===== src/rtl/hsc_cfg.svh =====
/*
 * Constants for the handler state bits block: field positions, masks,
 * reset value and access-port widths.
 * Assumes it is included by bare name wherever these names are used.
 */
`ifndef HSC_CFG_SVH
`define HSC_CFG_SVH

`define HSC_W 14
`define HSC_DATA_W 32
`define HSC_PAD_W 18
`define HSC_RESET 14'h0000
`define HSC_ALL 14'h3fff
`define HSC_ZERO 14'h0000

// field positions
`define HSC_MEM_PEND 13
`define HSC_MIS_PEND 12
`define HSC_TICK_ACT 11
`define HSC_DSR_ACT 10
`define HSC_DBG_ACT 8
`define HSC_SVC_ACT 7
`define HSC_NMI_ACT 5
`define HSC_SEC_ACT 4
`define HSC_MIS_ACT 3
`define HSC_ESC_ACT 2
`define HSC_BUS_ACT 1
`define HSC_MEM_ACT 0

// bits with a copy per security state (tick bit added when two timers)
`define HSC_BANKED_MASK 14'h348d
// bits that exist only with the main extension
`define HSC_MAINONLY_MASK 14'h310b
// reserved bits 9 and 6
`define HSC_RESV_MASK 14'h0240
// tick timer count at which the tick bit becomes banked
`define HSC_TWO_TIMERS 2'h2

`endif


===== src/rtl/hsc_pkg.sv =====
/*
 * Types shared by the handler state bits modules.
 * Assumes hsc_cfg.svh is on the include path.
 */
`include "hsc_cfg.svh"

package hsc_pkg;
	typedef logic [`HSC_W-1:0] hsc_bits_t;
	typedef logic [1:0] hsc_timers_t;
endpackage


===== src/rtl/hsc_view_if.sv =====
/*
 * Carrier between the state core and the access view decoder: the
 * access attributes and settings go out, the bank choice and the
 * read and write masks come back.
 * Assumes both ends run on the same clock and are purely combinational.
 */
`timescale 1ns/100ps
`default_nettype none

interface hsc_view_if;
	import hsc_pkg::*;
	logic from_ns;
	logic via_alias;
	logic debugger;
	hsc_bits_t wdata;
	hsc_timers_t tick_timers;
	logic timer_security_select;
	logic secure_debug_monitor_enable;
	logic fault_target_nonsecure;
	logic secure_debug_enabled;
	logic main_ext;
	logic target_ns;
	hsc_bits_t banked;
	hsc_bits_t rd_mask;
	hsc_bits_t wr_mask;

	modport core (
		output from_ns, via_alias, debugger, wdata, tick_timers,
		output timer_security_select, secure_debug_monitor_enable,
		output fault_target_nonsecure, secure_debug_enabled, main_ext,
		input target_ns, banked, rd_mask, wr_mask
	);
	modport decode (
		input from_ns, via_alias, debugger, wdata, tick_timers,
		input timer_security_select, secure_debug_monitor_enable,
		input fault_target_nonsecure, secure_debug_enabled, main_ext,
		output target_ns, banked, rd_mask, wr_mask
	);
endinterface

`default_nettype wire


===== src/rtl/handler_state_control.sv =====
/*
 * Handler state bits 13..0: pending and active state of the system
 * exceptions, one copy per security state where banked, one shared
 * copy elsewhere, with a word read/write port from the system space.
 * Assumes access attributes, settings and exception events all come
 * from logic on i_clk_sys, and that only word accesses arrive.
 */
// Functional notes
// [RULE1] bit 13 shows and sets memory-protection pending, per security state
// [RULE2] bit 12 shows and sets instruction-misuse pending, per security state
// [RULE3] bit 11 tick active, banked only when two tick timers exist
// [RULE4] single timer: tick bit owned by secure or non-secure per select
// [RULE5] bit 10 deferred service active, banked, software writable
// [RULE6] bit 8 debug watch active shared, hidden from non-secure by monitor
// [RULE7] bit 7 supervisor call active, banked, software writable
// [RULE8] bit 5 nonmaskable active shared; non-secure view gated by fault target
// [RULE9] nonmaskable active ignores set, non-secure, no alias, locked debug
// [RULE10] nonmaskable active cleared only by secure access through the alias
// [RULE11] bit 4 security violation active shared, hidden from non-secure
// [RULE12] bit 3 instruction-misuse active, banked, software writable
// [RULE13] bit 2 escalated fault active banked, only partly writable
// [RULE14] escalated ignores set, secure copy, non-secure, locked debugger
// [RULE15] bit 1 bus error active shared; fault target gates non-secure view
// [RULE16] bit 0 memory-protection active, banked, software writable
// [RULE17] without main extension several bits read as zero
// [RULE18] warm reset clears every bit
// [RULE19] hardware sets pending on occurrence, clears it on activation
// [RULE20] hardware sets active bit when exception becomes active
// [RULE21] software uses privileged word accesses only
// [RULE22] bits 9 and 6 read zero, writes ignored
`timescale 1ns/100ps
`default_nettype none

module handler_state_control
	import hsc_pkg::*;
(
	input wire logic i_clk_sys,
	input wire logic i_nrst,
	input wire logic i_acc_rd,
	input wire logic i_acc_wr,
	input wire logic [`HSC_DATA_W-1:0] i_acc_wdata,
	input wire logic i_acc_from_ns,
	input wire logic i_acc_via_alias,
	input wire logic i_acc_debugger,
	input wire logic i_main_ext,
	input wire logic [1:0] i_tick_timers,
	input wire logic i_timer_security_select,
	input wire logic i_secure_debug_monitor_enable,
	input wire logic i_fault_target_nonsecure,
	input wire logic i_secure_debug_enabled,
	input wire logic [`HSC_W-1:0] i_hw_set_s,
	input wire logic [`HSC_W-1:0] i_hw_set_ns,
	input wire logic [`HSC_W-1:0] i_hw_clr_s,
	input wire logic [`HSC_W-1:0] i_hw_clr_ns,
	output logic [`HSC_DATA_W-1:0] o_acc_rdata,
	output logic o_acc_rvalid,
	output logic [`HSC_W-1:0] o_state_s,
	output logic [`HSC_W-1:0] o_state_ns
);
	hsc_bits_t state_s_reg, state_s_next;
	hsc_bits_t state_ns_reg, state_ns_next;
	hsc_bits_t sw_s, sw_ns;
	hsc_bits_t set_s, set_ns, clr_s, clr_ns;
	hsc_bits_t keep_s, keep_ns;
	hsc_bits_t view;
	logic [`HSC_DATA_W-1:0] rdata_reg, rdata_next;
	logic rvalid_reg;

	hsc_view_if v ();

	// next value of one bank: software write, then clears, sets last
	function automatic hsc_bits_t bank_next(
		input hsc_bits_t cur,
		input hsc_bits_t sw,
		input hsc_bits_t wd,
		input hsc_bits_t clr,
		input hsc_bits_t set,
		input hsc_bits_t keep
	);
		hsc_bits_t all_clr;
		all_clr = clr;
		// activation takes the pending state away
		all_clr[`HSC_MEM_PEND] = clr[`HSC_MEM_PEND] | set[`HSC_MEM_ACT];
		all_clr[`HSC_MIS_PEND] = clr[`HSC_MIS_PEND] | set[`HSC_MIS_ACT];
		// set wins so an event in the clearing cycle is kept
		return ((((cur & ~sw) | (wd & sw)) & ~all_clr) | set) & keep;
	endfunction

	// access attributes and settings go to the decoder
	assign v.from_ns = i_acc_from_ns;
	assign v.via_alias = i_acc_via_alias;
	assign v.debugger = i_acc_debugger;
	assign v.wdata = i_acc_wdata[`HSC_W-1:0];
	assign v.tick_timers = i_tick_timers;
	assign v.timer_security_select = i_timer_security_select;
	assign v.secure_debug_monitor_enable = i_secure_debug_monitor_enable;
	assign v.fault_target_nonsecure = i_fault_target_nonsecure;
	assign v.secure_debug_enabled = i_secure_debug_enabled;
	assign v.main_ext = i_main_ext;

	hsc_view_decode u_decode (
		.v(v.decode)
	);

	// software write masks: shared bits always live in the secure copy
	always_comb begin
		sw_s = `HSC_ZERO;
		sw_ns = `HSC_ZERO;
		if (i_acc_wr) begin
			sw_s = v.wr_mask & (v.target_ns ? ~v.banked : `HSC_ALL);
			sw_ns = v.wr_mask & (v.target_ns ? v.banked : `HSC_ZERO);
		end
	end

	// hardware events: shared bits fold into the secure copy
	assign set_s = i_hw_set_s | (i_hw_set_ns & ~v.banked); // RULE19 RULE20
	assign set_ns = i_hw_set_ns & v.banked; // RULE19 RULE20
	assign clr_s = i_hw_clr_s | (i_hw_clr_ns & ~v.banked);
	assign clr_ns = i_hw_clr_ns & v.banked;

	// bits that may hold a one at all in each copy
	always_comb begin
		keep_s = `HSC_ALL & ~`HSC_RESV_MASK; // RULE22
		if (!i_main_ext) begin
			keep_s = keep_s & ~`HSC_MAINONLY_MASK; // RULE17
		end
		keep_ns = keep_s & v.banked;
	end

	assign state_s_next = bank_next(state_s_reg, sw_s, v.wdata, clr_s,
		set_s, keep_s); // RULE1 RULE2 RULE5 RULE7 RULE12 RULE16
	assign state_ns_next = bank_next(state_ns_reg, sw_ns, v.wdata, clr_ns,
		set_ns, keep_ns); // RULE1 RULE2 RULE5 RULE7 RULE12 RULE16

	// secure copy and all shared bits
	always_ff @(posedge i_clk_sys or negedge i_nrst) begin
		if (!i_nrst) begin
			state_s_reg <= `HSC_RESET; // RULE18
		end else begin
			state_s_reg <= state_s_next;
		end
	end

	// non-secure copy of the banked bits
	always_ff @(posedge i_clk_sys or negedge i_nrst) begin
		if (!i_nrst) begin
			state_ns_reg <= `HSC_RESET; // RULE18
		end else begin
			state_ns_reg <= state_ns_next;
		end
	end

	// read view: banked bits from the chosen copy, shared from secure
	assign view = v.target_ns ?
		((state_ns_reg & v.banked) | (state_s_reg & ~v.banked)) :
		state_s_reg;
	assign rdata_next = i_acc_rd ?
		{{`HSC_PAD_W{1'b0}}, view & v.rd_mask} : rdata_reg;

	// read data held until the next read; one-cycle valid strobe
	always_ff @(posedge i_clk_sys or negedge i_nrst) begin
		if (!i_nrst) begin
			rdata_reg <= '0;
			rvalid_reg <= 1'b0;
		end else begin
			rdata_reg <= rdata_next; // RULE6 RULE8 RULE11 RULE15 RULE22
			rvalid_reg <= i_acc_rd;
		end
	end

	assign o_acc_rdata = rdata_reg;
	assign o_acc_rvalid = rvalid_reg;
	assign o_state_s = state_s_reg;
	assign o_state_ns = state_ns_reg;

	logic hw_quiet;
	assign hw_quiet = ~|{i_hw_set_s, i_hw_set_ns, i_hw_clr_s, i_hw_clr_ns};
endmodule

`default_nettype wire


===== src/rtl/hsc_view_decode.sv =====
/*
 * Access view decoder: picks the security bank that an access sees and
 * works out which bits it may read and which it may change.
 * Assumes the settings are stable around an access; purely combinational.
 */
`timescale 1ns/100ps
`default_nettype none

module hsc_view_decode
	import hsc_pkg::*;
(
	hsc_view_if.decode v
);
	logic two_timers;
	logic ns_blocked_dbg;

	assign two_timers = (v.tick_timers >= `HSC_TWO_TIMERS);
	// alias access or non-secure caller sees the non-secure copy
	assign v.target_ns = v.from_ns | v.via_alias;
	// debugger without secure debug may not clear the two guarded bits
	assign ns_blocked_dbg = v.debugger & ~v.secure_debug_enabled;

	// tick bit is banked only with two timers
	always_comb begin
		v.banked = `HSC_BANKED_MASK;
		v.banked[`HSC_TICK_ACT] = two_timers; // RULE3
	end

	// visible bits for this access
	always_comb begin
		v.rd_mask = `HSC_ALL & ~`HSC_RESV_MASK; // RULE22
		if (!v.main_ext) begin
			v.rd_mask = v.rd_mask & ~`HSC_MAINONLY_MASK; // RULE17
		end
		// a single timer belongs to one state only
		if (!two_timers && (v.timer_security_select != v.target_ns)) begin
			v.rd_mask[`HSC_TICK_ACT] = 1'b0; // RULE4
		end
		if (v.from_ns && v.secure_debug_monitor_enable) begin
			v.rd_mask[`HSC_DBG_ACT] = 1'b0; // RULE6
		end
		if (v.target_ns && !v.fault_target_nonsecure) begin
			v.rd_mask[`HSC_NMI_ACT] = 1'b0; // RULE8
		end
		if (v.from_ns) begin
			v.rd_mask[`HSC_SEC_ACT] = 1'b0; // RULE11
		end
		if (v.from_ns && !v.fault_target_nonsecure) begin
			v.rd_mask[`HSC_BUS_ACT] = 1'b0; // RULE15
		end
		// alias is zero to non-secure code and to the debugger
		if (v.via_alias && (v.from_ns || v.debugger)) begin
			v.rd_mask = `HSC_ZERO;
		end
	end

	// writable bits: visible ones, with clear-only guards on two of them
	always_comb begin
		v.wr_mask = v.rd_mask;
		v.wr_mask[`HSC_NMI_ACT] = v.rd_mask[`HSC_NMI_ACT] &
			~v.wdata[`HSC_NMI_ACT] & v.fault_target_nonsecure &
			~v.from_ns & v.via_alias & ~ns_blocked_dbg; // RULE9 RULE10
		v.wr_mask[`HSC_ESC_ACT] = v.rd_mask[`HSC_ESC_ACT] &
			~v.wdata[`HSC_ESC_ACT] & v.target_ns &
			~v.from_ns & ~ns_blocked_dbg; // RULE13 RULE14
	end
endmodule

`default_nettype wire


===== config.mk =====
export PLATFORM = sky130hd
export DESIGN_NAME = handler_state_control
export DESIGN_NICKNAME = d
export VERILOG_FILES = /design/src/rtl/hsc_pkg.sv /design/src/rtl/hsc_view_if.sv /design/src/rtl/handler_state_control.sv /design/src/rtl/hsc_view_decode.sv
export VERILOG_INCLUDE_DIRS = /design/src /design/src/rtl
export SDC_FILE = /design/constraint.sdc
export NUM_CORES = 1
export LEC_CHECK = 0
export CAP_MARGIN = 10
export CORE_UTILIZATION = 25
export DETAILED_ROUTE_END_ITERATION = 12
export DONT_BUFFER_PORTS = 1
export REMOVE_ABC_BUFFERS = 1
export SYNTH_ARGS = -nofsm -noshare
export SYNTH_HDL_FRONTEND = slang
export SYNTH_SLANG_ARGS = --single-unit

===== constraint.sdc =====
create_clock -name i_clk_sys -period 1.2 [get_ports i_clk_sys]
set_clock_uncertainty 0.2 [all_clocks]
set_input_delay 0.06 -clock i_clk_sys [delete_from_list [all_inputs] [get_ports i_clk_sys]]
set_output_delay 0.06 -clock i_clk_sys [all_outputs]
set_load 0.02 [all_outputs]

==> impl_metrics.ini <==
[synthesis]
seq_area_frac_synth_pct = 42.77
ys_warn_count = 0
synth-main-ff-cell = dfrtp_1
synth-seq-cells = 33
synthCells = 205
synth_area_um2 = 1931
synth_area_per_cell_um2 = 9.418
synth_edf_count = 0
synth_cell_type_count = 40
async_flop_share_pct = 100.0

[setup_path]
worstPathRequired_ps = 1170
cp_num_cells = 3
cpPeakStageDelay_ps = 400
crit_family = simple AND/OR/NAND/NOR gates
critPathLaunchType = input port
cp_num_buf_inv = 0
path_cells = or3b_4 -> or3_4 -> a311o_1
cp_slowest_cell = or3b_4
path_class = in2reg
cp.arrival_ps = 1150
path_max_fanout = 14
reg2reg_depth = 2
critPathCaptureType = register

[sta]
setup_viol_count_final = 0
min_period_ps = 1175
rsz0062_at_grt = false
slew_viol_final = 0
whs_ps = -391.8
final_hold_viol_count = 29
finalCritPeriodShare_pct = 97.95
timing.final.ws_setup_ps = 24.64
fmax_mhz = 850.8

[die]
rows = 31
core_region_area_um2 = 7370
die_h_um = 89.88
start_util_pct = 26.20
die_width_um = 89.88
ios = 163
die_area_um2 = 8078

[place]
portBuffers = 0
dp_hpwl_um = 4053
preCtsSetupSlack_ps = -276.7
place_congestion = 0.7126
placed_area_um2 = 2205

[layout]
n_antenna_cell = 0
n_fill_cell = 754
area_growth_syn_to_layout_pct = 39.40
final_cell_area_um2 = 2691
drive_gt1_share_pct = 19.64
nets = 381

[route]
ant_nets = 0
first_pass_iters = 4
wl_per_cell_um = 14.91
via_per_inst = 4.575
routed_wl_um = 5652
vias = 1734
drcViolationCount = 0
drt_iter0_drc = 100

[clocking]
clk_pin_slew_ps = 70
ctsLongestPathBuffers = 2
cts_buffers = 5
cts_num_sinks = 33
cts_htree_levels = 2
cts_tree = yes
clkLatencyLatePin_ps = 280
cts-root-buf = clkbuf_8
cts_setup_buffers = 0

[outcome]
violations = hold timing
status = complete, but fails checks

[hold_path]
hp-class = in2reg
min_delay_path_depth = 0

[global_routing]
grtUsageTotal_pct = 14.36
grt_pass1_wl_um = 8921
use_met3_pct = 3.215
grt_start_max_net_pins = 34
met2_usage_pct = 26.35
grt_pass1_vias = 1772
grt_remaining_overflow = 0
antenna_found_initial = 0
busiest_layer = met2
grtUsageMet1_pct = 16.67

[pwr]
p_leak_nw = 1.211
power_density_nw_per_um2 = 1066
ir_worst_vdd_mv = 0.4881

[run]
drv_cap = 0
[routing by layer]
metal	vias to the layer above	wire, µm
li1	823	-
met1	818	2432
met2	88	2821
met3	5	351
met4	0	46
met5	-	0
[final timing paths]
| path | start | to | slack, ps |
|---|---|---|---|
| worst max register to register | o_state_ns[3]$_DFF_PN0_ | o_state_ns[3]$_DFF_PN0_ | 110 |
| worst max-delay path | i_acc_from_ns | o_state_s[5]$_DFF_PN0_ | 20 |
| worst min-delay path | i_acc_rd | o_acc_rvalid$_DFF_PN0_ | -390 |
| min in group asynchronous | i_nrst | o_state_s[11]$_DFF_PN0_ | 20 |
| worst min register to register | o_state_s[2]$_DFF_PN0_ | o_state_s[2]$_DFF_PN0_ | 320 |
| max in group asynchronous | i_nrst | o_acc_rdata[1]$_DFFE_PN0P_ | 590 |
[metrics by stage]
stage / TNS [ps] / total power [mW] / cells / util, %
5_1_grt: 0 / 3.017 / 379 / 36.52
3_3_place_gp: -1800 / 1.826 / 334 / 29.92
3_5_place_dp: -1902 / 1.835 / 334 / 29.92
2_1_floorplan: -3254 / 1.634 / 196 / -
4_1_cts: 0 / 2.906 / 378 / 36.32
6_report: 0 / 2.870 / 379 / 36.52
[cells in the final DEF (no fill, tap or decap), types with 2 or more instances in the layout]
master	n
nand2b_1	2
nand3_1	8
dlygate4sd3_1	36
a31o_2	2
buf_4	39
a21oi_1	4
nor3_1	2
o311ai_0	2
o21a_1	4
nor2b_1	2
dfrtp_1	33
nor3b_1	2
clkbuf_8	7
nor2_1	12
and3b_1	2
conb_1	28
inv_1	16
o21bai_1	4
nand2_1	12
o211ai_1	4
nand4_1	3
o31a_1	2
nand4b_1	2
o22ai_1	11
mux2i_1	17
o21ai_0	9
[flip-flops by register name, summed over array words and instances (netlist names)]
signal and cells:
o_acc_rdata 12, o_acc_rvalid 1, o_state_ns 8, o_state_s 12
[where the power goes]
group | total (mW) | switching, mW | internal, mW | leakage (nW)
logic | 0.680 | 0.371 | 0.309 | 0.753
clock network | 0.933 | 0.415 | 0.519 | 0.0542
registers | 1.26 | 0.0624 | 1.20 | 0.404
[worst register-to-register path, cell delays in order, from the launching register on]
cell and delay [ps]:
dfrtp_1 370, nor3b_1 130, o31a_1 270
[cell usage after synthesis, drive strengths merged (2+ instances only)]
master | instances | area share, %
nor3 | 2 | 0.52
o31a | 2 | 0.91
inv | 16 | 3.1
o22ai | 11 | 3.6
clkbuf | 6 | 1.2
and3b | 2 | 0.91
nand4b | 2 | 0.91
o21a | 4 | 1.6
nor2b | 2 | 0.65
nand4 | 3 | 0.97
a31o | 2 | 0.91
o21ai | 9 | 2.3
buf | 30 | 11
mux2i | 17 | 8.8
nand2b | 2 | 0.65
dfrtp | 33 | 43
o21bai | 4 | 1.6
nand3 | 8 | 2.1
o211ai | 4 | 1.6
a21oi | 5 | 1.5
nor3b | 2 | 0.78
o311ai | 2 | 0.91
nand2 | 12 | 2.3
nor2 | 12 | 2.3
[logic make-up after synthesis]
| family | count (synthesis) | share of synthesized area, % |
|---|---|---|
| AO/OA/AOI/OAI | 49 | 17.50 |
| buffers and inverters | 52 | 15.75 |
| flip-flops | 33 | 42.77 |
| multiplexers | 17 | 8.814 |
| other | 1 | 0.1942 |
| AND/OR/NAND/NOR | 53 | 14.97 |
[cell type report]
cell class	instances	area, µm²	share of cell area (%)
clock buffer	7	96.34	3.580
clock inverter	1	5.005	0.1860
inverter	16	60.06	2.232
multi-input combinational	147	907.1	33.71
sequential	33	825.8	30.68
tap	99	123.9	4.603
timing repair buffer	76	673.1	25.01
[repair_timing]
item / CTS / global route
resized for setup: 0 / 1
hold buffers: 36 / 1
hold endpoints to repair: 66 / 30
setup endpoints to repair: 0 / 1
Power figures use the tool's default switching activity.
